## src/design/ltc_pkg.sv

```systemverilog
`default_nettype none
package ltc_pkg;

    // ------------------------------------------------------------
    // Clock and timing
    // ------------------------------------------------------------
    localparam int CORE_CLK_HZ    = 20_000_000;
    localparam int DOM_TIMEOUT_MS = 40;
    localparam int TX_HIGH_US     = 10;
    localparam int BUS_WAKE_US    = 90;
    localparam int LOCAL_WAKE_US  = 35;

    localparam int DOM_TIMEOUT_CYC = DOM_TIMEOUT_MS * (CORE_CLK_HZ / 1000);
    localparam int TX_HIGH_CYC =
        (TX_HIGH_US * CORE_CLK_HZ + 999_999) / 1_000_000;
    localparam int BUS_WAKE_CYC =
        (BUS_WAKE_US * CORE_CLK_HZ + 999_999) / 1_000_000;
    localparam int LOCAL_WAKE_CYC =
        (LOCAL_WAKE_US * CORE_CLK_HZ + 999_999) / 1_000_000;

    localparam int TX_HIGH_W    = $clog2(TX_HIGH_CYC + 2);
    localparam int BUS_WAKE_W   = $clog2(BUS_WAKE_CYC + 2);
    localparam int LOCAL_WAKE_W = $clog2(LOCAL_WAKE_CYC + 2);

    localparam logic [TX_HIGH_W-1:0] TX_HIGH_LIM =
        TX_HIGH_W'(TX_HIGH_CYC);
    localparam logic [BUS_WAKE_W-1:0] BUS_WAKE_LIM =
        BUS_WAKE_W'(BUS_WAKE_CYC);
    localparam logic [LOCAL_WAKE_W-1:0] LOCAL_WAKE_LIM =
        LOCAL_WAKE_W'(LOCAL_WAKE_CYC);

    // ------------------------------------------------------------
    // Modes and reset values
    // ------------------------------------------------------------
    typedef enum logic [1:0] {
        LTC_SLEEP,
        LTC_FAILSAFE,
        LTC_NORMAL
    } ltc_mode_t;

    localparam ltc_mode_t MODE_RST   = LTC_FAILSAFE;
    localparam logic      GUARD_DEF  = 1'b1;
    localparam logic      REG_RST    = 1'b1;
    localparam logic      PULLUP_RST = 1'b1;
    localparam logic      RX_RST     = 1'b1;

endpackage
`default_nettype wire

```

## src/design/ltc_mode_ctrl.sv

```systemverilog
// Functional notes
// - Supply undervoltage blocks every dominant drive onto the bus.
// - Power-up enters fail-safe with the regulator switch on, no host action.
// - Bus pull-up on in normal and fail-safe; sleep keeps only weak pull-up.
// - Normal mode: host tx low gives dominant; tx high releases bus.
// - Fail-safe mode: tx pin becomes an output reporting wake source.
// - With guard present, tx low longer than 40 ms forces bus recessive.
// - Timeout clears only after tx held high longer than 10 us.
// - Guard is a build option; without it static low stays dominant.
// - Normal mode: receive output high when recessive, low when dominant.
// - Mode select high means normal mode with both paths active, except in sleep, which it does not leave.
// - Mode select falling with tx high enters sleep, transmission off.
// - Sleep refuses all transmission until a wake-up.
// - Mode select low, including undriven, leads toward sleep.
// - Regulator switch on in normal and in fail-safe without supply undervoltage, off in sleep.
// - Bus or local wake-up turns the regulator switch on unless supply undervoltage is present.
// - Remote wake needs bus dominant for 90 us filter time.
// - Local wake needs local alert low for 35 us filter time.
// - Local wake drives tx pin low with strong pull-down.
// - Any wake request drives receive output low to interrupt host.
// - Fail-safe plus mode select high switches to normal mode.
// - Mode select high clears wake request and wake source at once.
// - After normal entry, driver stays off until tx high over 10 us.
`timescale 1ns/10ps
`default_nettype none
module ltc_mode_ctrl #(
    parameter logic GUARD_EN           = ltc_pkg::GUARD_DEF,
    parameter int   DOM_TIMEOUT_CYCLES = ltc_pkg::DOM_TIMEOUT_CYC
) (
    input  wire logic               core_clk,
    input  wire logic               reset,
    input  wire logic               mode_select,
    input  wire logic               tx_line_in,
    output var  logic               tx_line_out,
    output var  logic               tx_line_oe,
    output var  logic               rx_line_out,
    output var  logic               rx_line_oe,
    input  wire logic               bus_in,
    output var  logic               bus_drive_dom,
    output var  logic               bus_pullup_en,
    output var  logic               bus_weak_pullup_en,
    input  wire logic               local_alert_in,
    input  wire logic               supply_low_in,
    output var  logic               regulator_switch_out,
    output var  ltc_pkg::ltc_mode_t mode_out
);
    import ltc_pkg::*;

    localparam int DW = $clog2(DOM_TIMEOUT_CYCLES + 2);
    localparam logic [DW-1:0] DOM_LIM = DW'(DOM_TIMEOUT_CYCLES);

    if (DOM_TIMEOUT_CYCLES < 1 || DOM_TIMEOUT_CYCLES > 32'h3FFF_FFFF) begin
        $error("DOM_TIMEOUT_CYCLES out of range");
    end

    function automatic logic [31:0] sat_inc(input logic [31:0] v,
                                            input logic [31:0] lim);
        sat_inc = (v >= lim) ? v : v + 32'h1;
    endfunction

    // ------------------------------------------------------------
    // State
    // ------------------------------------------------------------
    ltc_mode_t                mode_r;
    ltc_mode_t                mode_nxt;
    logic                     ms_prev_r;
    logic                     armed_r;
    logic                     dom_to_r;
    logic [DW-1:0]            tx_lo_cnt_r;
    logic [TX_HIGH_W-1:0]     tx_hi_cnt_r;
    logic [BUS_WAKE_W-1:0]    bus_dom_cnt_r;
    logic [LOCAL_WAKE_W-1:0]  alert_cnt_r;
    logic                     local_armed_r;
    logic                     wake_req_r;
    logic                     wake_local_r;

    // ------------------------------------------------------------
    // Decode
    // ------------------------------------------------------------
    wire in_sleep  = (mode_r == LTC_SLEEP);
    wire in_fs     = (mode_r == LTC_FAILSAFE);
    wire in_normal = (mode_r == LTC_NORMAL);
    wire ms_fall   = ms_prev_r & ~mode_select;
    wire tx_hi_long = tx_line_in & (tx_hi_cnt_r >= TX_HIGH_LIM);
    wire dom_expire = GUARD_EN & in_normal & ~tx_line_in &
                      (tx_lo_cnt_r >= DOM_LIM);
    // A remote wake needs the dominant phase and then the rising edge.
    wire bus_wake = in_sleep & bus_in &
                    (bus_dom_cnt_r >= BUS_WAKE_LIM);
    // Arming stops a held-low alert from waking the device again.
    wire local_wake = in_sleep & local_armed_r & ~local_alert_in &
                      (alert_cnt_r >= LOCAL_WAKE_LIM);
    wire wake_any = bus_wake | local_wake;

    wire [TX_HIGH_W-1:0] tx_hi_cnt_nxt = (in_normal & tx_line_in) ?
        TX_HIGH_W'(sat_inc(32'(tx_hi_cnt_r), 32'(TX_HIGH_LIM))) : '0;
    wire [DW-1:0] tx_lo_cnt_nxt = (GUARD_EN & in_normal & ~tx_line_in) ?
        DW'(sat_inc(32'(tx_lo_cnt_r), 32'(DOM_LIM))) : '0;
    wire [BUS_WAKE_W-1:0] bus_dom_cnt_nxt = (in_sleep & ~bus_in) ?
        BUS_WAKE_W'(sat_inc(32'(bus_dom_cnt_r), 32'(BUS_WAKE_LIM))) : '0;
    wire [LOCAL_WAKE_W-1:0] alert_cnt_nxt = (in_sleep & ~local_alert_in) ?
        LOCAL_WAKE_W'(sat_inc(32'(alert_cnt_r), 32'(LOCAL_WAKE_LIM))) : '0;
    wire local_armed_nxt = ~local_wake & (local_armed_r | local_alert_in);

    // A new wake wins over a clear landing in the same cycle.
    wire wake_req_nxt = wake_any | (wake_req_r & ~mode_select);
    wire wake_local_nxt = wake_any ? local_wake :
                          (wake_local_r & ~mode_select);

    // ------------------------------------------------------------
    // Mode machine
    // ------------------------------------------------------------
    always_comb begin
        mode_nxt = mode_r;
        case (mode_r)
            LTC_SLEEP: begin
                if (wake_any) begin
                    mode_nxt = LTC_FAILSAFE;
                end
            end
            LTC_FAILSAFE: begin
                if (mode_select) begin
                    mode_nxt = LTC_NORMAL;
                end else if (ms_fall & tx_line_in) begin
                    mode_nxt = LTC_SLEEP;
                end
            end
            LTC_NORMAL: begin
                // A low level leaves normal even if the edge was missed.
                if (!mode_select) begin
                    mode_nxt = tx_line_in ? LTC_SLEEP : LTC_FAILSAFE;
                end
            end
            default: begin
                mode_nxt = LTC_FAILSAFE;
            end
        endcase
    end

    wire nx_sleep  = (mode_nxt == LTC_SLEEP);
    wire nx_fs     = (mode_nxt == LTC_FAILSAFE);
    wire nx_normal = (mode_nxt == LTC_NORMAL);

    // The arm step keeps a stuck-low tx from grabbing the bus on entry.
    wire armed_nxt = nx_normal & (armed_r | tx_hi_long);
    wire dom_to_nxt = nx_normal & in_normal &
                      (dom_expire | (dom_to_r & ~tx_hi_long));

    wire drive_nxt = nx_normal & armed_nxt & ~dom_to_nxt &
                     ~supply_low_in & ~tx_line_in;
    wire rx_oe_nxt  = nx_normal ? ~bus_in : (nx_fs & wake_req_nxt);
    wire rx_out_nxt = nx_normal ? bus_in : ~rx_oe_nxt;
    wire tx_oe_nxt  = nx_fs & wake_local_nxt;
    wire reg_nxt = nx_normal | (nx_fs & ~supply_low_in);

    // ------------------------------------------------------------
    // Registers
    // ------------------------------------------------------------
    always_ff @(posedge core_clk) begin
        if (reset) begin
            mode_r        <= MODE_RST;
            ms_prev_r     <= 1'b0;
            armed_r       <= 1'b0;
            dom_to_r      <= 1'b0;
            tx_lo_cnt_r   <= '0;
            tx_hi_cnt_r   <= '0;
            bus_dom_cnt_r <= '0;
            alert_cnt_r   <= '0;
            local_armed_r <= 1'b0;
            wake_req_r    <= 1'b0;
            wake_local_r  <= 1'b0;
        end else begin
            mode_r        <= mode_nxt;
            ms_prev_r     <= mode_select;
            armed_r       <= armed_nxt;
            dom_to_r      <= dom_to_nxt;
            tx_lo_cnt_r   <= tx_lo_cnt_nxt;
            tx_hi_cnt_r   <= tx_hi_cnt_nxt;
            bus_dom_cnt_r <= bus_dom_cnt_nxt;
            alert_cnt_r   <= alert_cnt_nxt;
            local_armed_r <= local_armed_nxt;
            wake_req_r    <= wake_req_nxt;
            wake_local_r  <= wake_local_nxt;
        end
    end

    // Outputs are registered from next-state values so they line up
    // with mode_r; the bus path therefore lags tx by one cycle.
    always_ff @(posedge core_clk) begin
        if (reset) begin
            bus_drive_dom        <= 1'b0;
            rx_line_out          <= RX_RST;
            rx_line_oe           <= 1'b0;
            tx_line_oe           <= 1'b0;
            regulator_switch_out <= REG_RST;
            bus_pullup_en        <= PULLUP_RST;
            bus_weak_pullup_en   <= ~PULLUP_RST;
        end else begin
            bus_drive_dom        <= drive_nxt;
            rx_line_out          <= rx_out_nxt;
            rx_line_oe           <= rx_oe_nxt;
            tx_line_oe           <= tx_oe_nxt;
            regulator_switch_out <= reg_nxt;
            bus_pullup_en        <= ~nx_sleep;
            bus_weak_pullup_en   <= nx_sleep;
        end
    end

    assign tx_line_out = 1'b0;
    assign mode_out    = mode_r;
endmodule
`default_nettype wire

```

## config.mk

```make
export PLATFORM = sky130hd
export DESIGN_NAME = ltc_mode_ctrl
export DESIGN_NICKNAME = d
export VERILOG_FILES = /design/src/design/ltc_pkg.sv /design/src/design/ltc_mode_ctrl.sv
export SDC_FILE = /design/constraint.sdc
export NUM_CORES = 1
export LEC_CHECK = 0
export ABC_AREA = 1
export BUFFER_PORTS_ARGS = -buffer_cell sky130_fd_sc_hd__buf_2
export CAP_MARGIN = 10
export CORE_MARGIN = 8
export CORE_UTILIZATION = 45
export DETAILED_ROUTE_END_ITERATION = 12
export PLACE_DENSITY = 0.59
export SLEW_MARGIN = 20
export SYNTH_ARGS = -nofsm -noshare
export SYNTH_HDL_FRONTEND = slang
export SYNTH_SLANG_ARGS = --single-unit
```

## constraint.sdc

```tcl
create_clock -name core_clk -period 1.76 [get_ports core_clk]
set_clock_uncertainty 0.15 [all_clocks]
set_input_delay 0.264 -clock core_clk [delete_from_list [all_inputs] [get_ports core_clk]]
set_output_delay 0.264 -clock core_clk [all_outputs]
set_load 0.05 [all_outputs]
```

==> summary.md, run 1 <==
| Metric | Value |
|---|---|
| Outcome | finished clean |
| Initial DRC Count | 86 |
| Period minus WS final | 1.682 ns |
| DRC errors left | 0 |
| Class of the tightest hold or removal check | primary input to register |
| Vias | between 2000 and 3000 |
| Hpwl dp | 5.003 mm |
| Num CTS Buffers | 9 |
| Die span in y | approximately 100 um |
| Ports | 17 |
| Synth Instances | ~470 |
| Post-synth EDFFs | 0 |
| Final period util | 95.57% |
| Layout cell share with drive strength beyond 1 | 15.60% |
| Die Wd | 101.7 um |
| Count leader, synth | nand2_1 |
| P per Cell Area | 849.7 mW/mm^2 |
| Max_slew headroom | roughly three fifths |
| Top cell type by total area after synthesis | dfxtp_1 |
| Synth top area cells | dfxtp_1, nand2_1, inv_1, nor2_1, a21oi_1 |
| Core Area | approximately 0.0072 sq mm |
| Achievable Freq | 594.5 MHz |
| Post-synth top cells | nand2_1, dfxtp_1, inv_1, nor2_1 |
| R2R depth | 8 |
| DR vias/cell | 4.758 |
| N_diodes | 0 |
| Final Hold Viols | 0 |
| Syn Area/Cell | ~7.1 sq um |
| Total wire length | 6.760 mm |
| CP startpoint kind | register |
| Final ANT Viol Nets | 0 |
| Total of max-cap violations | 0 |
| Largest net degree at the start of global routing | 15 |
| TNS Setup | 0 ns |
| Worst-path clk slew | 0.08 ns |
| Initial Util | a little under half |
| Gr usage total | 14.16% |
| CP max FO | 6 |
| CP arrival | 1.81 ns |
| TritonRoute pass-1 iters | 5 |
| Sequential-to-total area share from yosys stat | around 39% |
| Synth Register Bits | 64 |
| Ys async rst share | 0% |
| Wirelength per Cell | 11.29 um |
| Setup Viol. Count Final | 0 |
| Synthesis warning total | 0 |
| CTS H-Tree Depth | 3 |
| CTS tree | yes |
| Antenna violations before repair | 0 |
| Place WS | 0.09149 ns |
| Fillers | approximately 700 |
| Post-synth net total | 481 |
| Clock Tree Buf Depth | 2 |
| Maximum VDD drop | 0.3921 mV |
| Final core occ | 52.94% |
| CP Class | register to register |
| Fin nets | approximately 500 |
| Yosys top cell area share | roughly two fifths |
| CP endpoint kind | register |
| Power Total | 3.228 mW |
| # rows | 31 |
| Main synth FF type | dfxtp_1 |
| Clock sink total | 64 |
| Grt total ovfl | 0 |
| PortBufs | 15 |
| Skew-Pair Late Insertion Delay | 0.35 ns |
| Leakage | between 1 and 1.5 nW |
| First-pass GRT wire length | approximately 12 mm |
| Mapped Area | 0.003304 sq mm |
| Critical Path RT | 1.89 ns |
| Root buffer cell | clkbuf_8 |
| Number of global-route vias before repair | between 2000 and 3000 |
| Final Worst Setup Slack | roughly 0.08 ns |
| WHS Path Cells | 4 |
| Synth unique cells | 37 |
| Slew @ Worst Pin | 0.5844 ns |
| Die ar. | 0.01034 sq mm |
| Area added between synthesis and finish | 14.96% |
| Slew Limit Fails | 0 |
| GP Congestion | 0.8736 |
==> final cells by class <==
cell class	instances	area [sq um]	share of cell area, %
inverter	61	229.0	6.028
timing repair buffer	24	155.1	4.084
sequential	64	1282	33.76
clock inverter	6	115.1	3.030
multi-input combinational	335	1755	46.21
clock buffer	10	137.6	3.623
tap	99	123.9	3.261
==> sequential cells by signal, summed over array words and instances (netlist names), 2 cells and up <==
name / flops
mode_out: 2
bus_dom_cnt_r: 11
tx_lo_cnt_r: 20
tx_hi_cnt_r: 8
alert_cnt_r: 10
==> cells by family (layout without fill, tap and decap cells) <==
family                     count (synthesis)  count (layout)  share of synthesized area (%)
and+or+nand+nor                          236             236                          31.81
AOI/OAI and AO/OA                         72              72                          12.76
buffers and inverters                     67             101                          8.746
DFF                                       64              64                          38.77
xor gates and xnor gates                  18              18                          4.771
adders and majority gates                  8               8                          3.029
other                                      1               1                         0.1135
==> cell usage in the layout (no fill, tap or decap), types with 3 or more instances in the layout <==
master	n
nand2_1	114
dfxtp_1	63
inv_1	56
nor2_1	55
nand3_1	32
a21oi_1	32
o21ai_0	19
buf_2	15
xor2_1	12
clkbuf_8	10
nand2_2	9
buf_4	8
a21oi_2	7
ha_1	7
xnor2_1	6
inv_2	5
o21bai_1	5
nor3_1	5
nand3_2	4
nor2_2	3
o21ai_1	3
nand4_1	3
bufinv_16	3
==> metrics by stage <==
stage,hold WS [ns],cells,area (sq um)
6_report,0.04500,599,3799
5_1_grt,0.06405,599,3799
4_1_cts,0.02519,598,3769
3_5_place_dp,0.3121,582,3516
3_3_place_gp,0.3039,582,3516
2_1_floorplan,0.2656,466,3304
==> worst paths after layout <==
check / from / endpoint / slack [ns]
worst max-delay path: tx_lo_cnt_r[0] / tx_lo_cnt_r[15] / 0.08
worst min-delay path: supply_low_in / regulator_switch_out / 0.04
worst max register to register: tx_lo_cnt_r[0] / tx_lo_cnt_r[15] / 0.08
worst min register to register: bus_dom_cnt_r[10] / bus_dom_cnt_r[10] / 0.32
==> routing by layer <==
| layer | track usage (%) | vias up | share of wire [%] |
|---|---|---|---|
| li1 | - | 1545 | - |
| met1 | 17.82 | 1262 | 50 |
| met2 | 22.18 | 35 | 46 |
| met3 | 4.124 | 8 | 3.4 |
| met4 | 5.498 | 0 | 1.4 |
| met5 | 0 | - | 0 |
==> worst max-delay path, stage by stage, from the launching register on <==
cell     delay, ns
dfxtp_1       0.38
buf_4         0.17
inv_2         0.05
nor2_2        0.18
nand2_1       0.13
nor2_1        0.20
xor2_1        0.16
nand2_1       0.08
a21oi_2       0.11
==> power breakdown <==
| group | leakage (nW) | internal (mW) | switching (mW) | total (mW) |
|---|---|---|---|---|
| logic | 0.829 | 0.0380 | 0.118 | 0.156 |
| registers | 0.518 | 1.47 | 0.00986 | 1.48 |
| clock network | 0.123 | 0.987 | 0.609 | 1.60 |
==> timing repair <==
action                     in CTS  in global routing
setup endpoints to repair       0                  7
gates resized for setup         0                  5
hold buffers                    0                  0
buffers inserted                0                  1
Note: power is estimated with default switching activity, not from simulation.
==> inputs of run 2 (changes only) <==
--- a/config.mk
+++ b/config.mk
@@ -11,6 +11,7 @@
 export CORE_MARGIN = 8
 export CORE_UTILIZATION = 45
 export DETAILED_ROUTE_END_ITERATION = 12
+export MAX_ROUTING_LAYER = met4
 export PLACE_DENSITY = 0.59
 export SLEW_MARGIN = 20
 export SYNTH_ARGS = -nofsm -noshare
==> run 2 against run 1 <==
Combinational power is essentially flat. Highest routed layer unchanged. Core utilization unchanged. Largest cell class unchanged. Fmax increased by 0.14%.
==> summary.md, run 2 (same netlist as run 1, synthesis figures left out) <==
| Metric | Value |
|---|---|
| WL met3 | 224 um (-2.2%) |
| Layout cell share with drive strength beyond 1 | 15.60% (unchanged) |
| Slew Limit Fails | 0 (unchanged) |
| Num CTS Buffers | 9 (unchanged) |
| CP startpoint kind | register |
| Critical path's most frequent cell | nand2_1 |
| Gr usage total | 14.59% (+0.42 points) |
| Root buffer cell | clkbuf_8 |
| Worst-path cell chain | buf_4 > inv_2 > nor2_2 > nand2_1 > nor2_1 > xor2_1 > nand2_1 > a21oi_2 |
| R2R depth | 8 (unchanged) |
| Place WS | 0.09149 ns (unchanged) |
| Largest net degree at the start of global routing | 15 (unchanged) |
| WP buf/inv | 2 (unchanged) |
| Largest register by flop count | tx_lo_cnt_r |
| N_diodes | 0 (unchanged) |
| WHS Path Cells | 4 (unchanged) |
| Area added between synthesis and finish | 14.96% (unchanged) |
| Skew-Pair Late Insertion Delay | 0.35 ns (about the same) |
| Fillers | 703 (unchanged) |
| CTS tree | yes |
| PortBufs | 15 (unchanged) |
| CP endpoint kind | register |
| Core Area | 0.007176 sq mm (unchanged) |
| Die span in y | 101.7 um (unchanged) |
| Final ANT Viol Nets | 0 (unchanged) |
| Hpwl dp | 5.003 mm (unchanged) |
| Achievable Freq | 595.4 MHz (+0.14%) |
| R2r startpoint | tx_lo_cnt_r[0] |
| Final Hold Viols | 0 (unchanged) |
| Max_slew headroom | 61.13% (+0.14 points) |
| DR vias/cell | 4.761 (about the same) |
| Reg-to-Reg End | tx_lo_cnt_r[15] |
| Ports | 17 (unchanged) |
| Hold Crit Start | supply_low_in |
| Fin nets | 510 (unchanged) |
| CP delay by family, top | simple AND/OR/NAND/NOR gates |
| Final core occ | 52.94% (unchanged) |
| Worst-path clk slew | 0.08 ns (about the same) |
| DRT met1 WL | 3.379 mm (+0.63%) |
| Largest register FFs | 20 (unchanged) |
| First-pass GRT wire length | 11.59 mm (-0.23%) |
| Vias | 2852 (+0.070%) |
| Total of max-cap violations | 0 (unchanged) |
| Clock Tree Buf Depth | 2 (unchanged) |
| Max layer used | met4 |
| Die ar. | 0.01034 sq mm (unchanged) |
| Critical path's largest stage delay | 0.38 ns (about the same) |
| Die Wd | 101.7 um (unchanged) |
| Number of global-route vias before repair | 2610 (+0.31%) |
| Initial DRC Count | 132 (+53%) |
| Antenna violations before repair | 0 (unchanged) |
| TritonRoute pass-1 iters | 4 (-1) |
| CP arrival | 1.81 ns (about the same) |
| Final period util | 95.43% (-0.14 points) |
| Metal2 WL | 3.089 mm (+0.32%) |
| Wirelength per Cell | 11.32 um (+0.31%) |
| Largest regs | tx_lo_cnt_r (20), bus_dom_cnt_r (11), alert_cnt_r (10) |
| Clock sink total | 64 (unchanged) |
| Most frequent cells in the layout | nand2_1, dfxtp_1, inv_1, nor2_1 |
| Class of the tightest hold or removal check | primary input to register |
| CTS H-Tree Depth | 3 (unchanged) |
| Outcome | finished clean |
| P per Cell Area | 849.5 mW/mm^2 (about the same) |
| Leakage | 1.470 nW (unchanged) |
| # rows | 31 (unchanged) |
| Critical Path RT | 1.89 ns (about the same) |
| Crit-path slowest cell | dfxtp_1 |
| Worst reg-to-reg setup slack | 0.08 ns (about the same) |
| CP Class | register to register |
| Period minus WS final | 1.680 ns (-0.002415 ns) |
| GP Congestion | 0.8879 (+1.6%) |
| Slew @ Worst Pin | 0.5824 ns (-0.002052 ns) |
| Grt total ovfl | 0 (unchanged) |
| Maximum VDD drop | 0.3917 mV (-0.10%) |
| CP max FO | 6 (unchanged) |
| DRC errors left | 0 (unchanged) |
| Total wire length | 6.781 mm (+0.31%) |
| Commonest non-fill, non-tap cell in the layout | nand2_1 |
| Final Worst Setup Slack | 0.08035 ns (+0.002415 ns) |
| Setup Viol. Count Final | 0 (unchanged) |
| Initial Util | 46.05% (unchanged) |
| Hold path endpoint | regulator_switch_out |
| CTS Hold Bufs | 0 (unchanged) |
==> run 2: cell counts in the layout (fill, tap and decap cells not counted) <==
No cell type changed its count.
==> run 2: worst max path at each step <==
stage	startpoint	to	slack, ns	cells past startpoint
after detailed placement	tx_lo_cnt_r[1]	tx_lo_cnt_r[16]	0.09	8
after global placement	tx_lo_cnt_r[1]	tx_lo_cnt_r[16]	0.16	8
final	tx_lo_cnt_r[0]	tx_lo_cnt_r[15]	0.08	8
after floorplan	mode_out[1]	tx_lo_cnt_r[11]	0.03	7
after CTS	tx_lo_cnt_r[1]	tx_lo_cnt_r[16]	0.08	8
after global routing	tx_lo_cnt_r[14]	tx_lo_cnt_r[19]	-0.01	9
==> run 2: what timing repair did <==
| item | in CTS | in global routing |
|---|---|---|
| setup buffers | 0 | 1 |
| setup endpoints to repair | 0 | 7 |
| resized for setup | 0 | 5 |
==> run 2: power breakdown <==
part / switching, mW / internal, mW / total (mW)
combinational: 0.118 / 0.0380 / 0.156
clock: 0.608 / 0.987 / 1.60
sequential: 0.00997 / 1.47 / 1.48
==> run 2: cell type report <==
type                            instances  area, sq um  share of cell area, %
Clock inverter                          6        115.1                  3.030
Timing Repair Buffer                   24        155.1                  4.084
Sequential cell                        64         1282                  33.76
Clock buffer                           10        137.6                  3.623
Inverter                               61        229.0                  6.028
Multi-Input combinational cell        335         1755                  46.21
Tap cell                               99        123.9                  3.261
==> run 2: metal layers <==
layer / vias to the layer above / track usage (%)
met5: - / -
met4: 0 / 5.498
met3: 8 / 4.330
met2: 38 / 22.23
met1: 1263 / 17.70
li1: 1543 / -
==> run 2: worst min-delay path, cell delays in order <==
cell     delay (ns)
buf_2          0.08
inv_1          0.04
nand2_1        0.06
nand3_1        0.06
==> run 2: per-stage QoR <==
stage	total power, mW	instances	hold WS [ns]	cell area, sq um	TNS (ns)
after CTS	3.275	598	0.02519	3769	0
after global placement	1.665	582	0.3039	3516	0
final	3.227	599	0.04508	3799	0
after floorplan	1.627	466	0.2656	3304	0
after detailed placement	1.666	582	0.3121	3516	0
after global routing	3.368	599	0.06133	3799	-0.02267
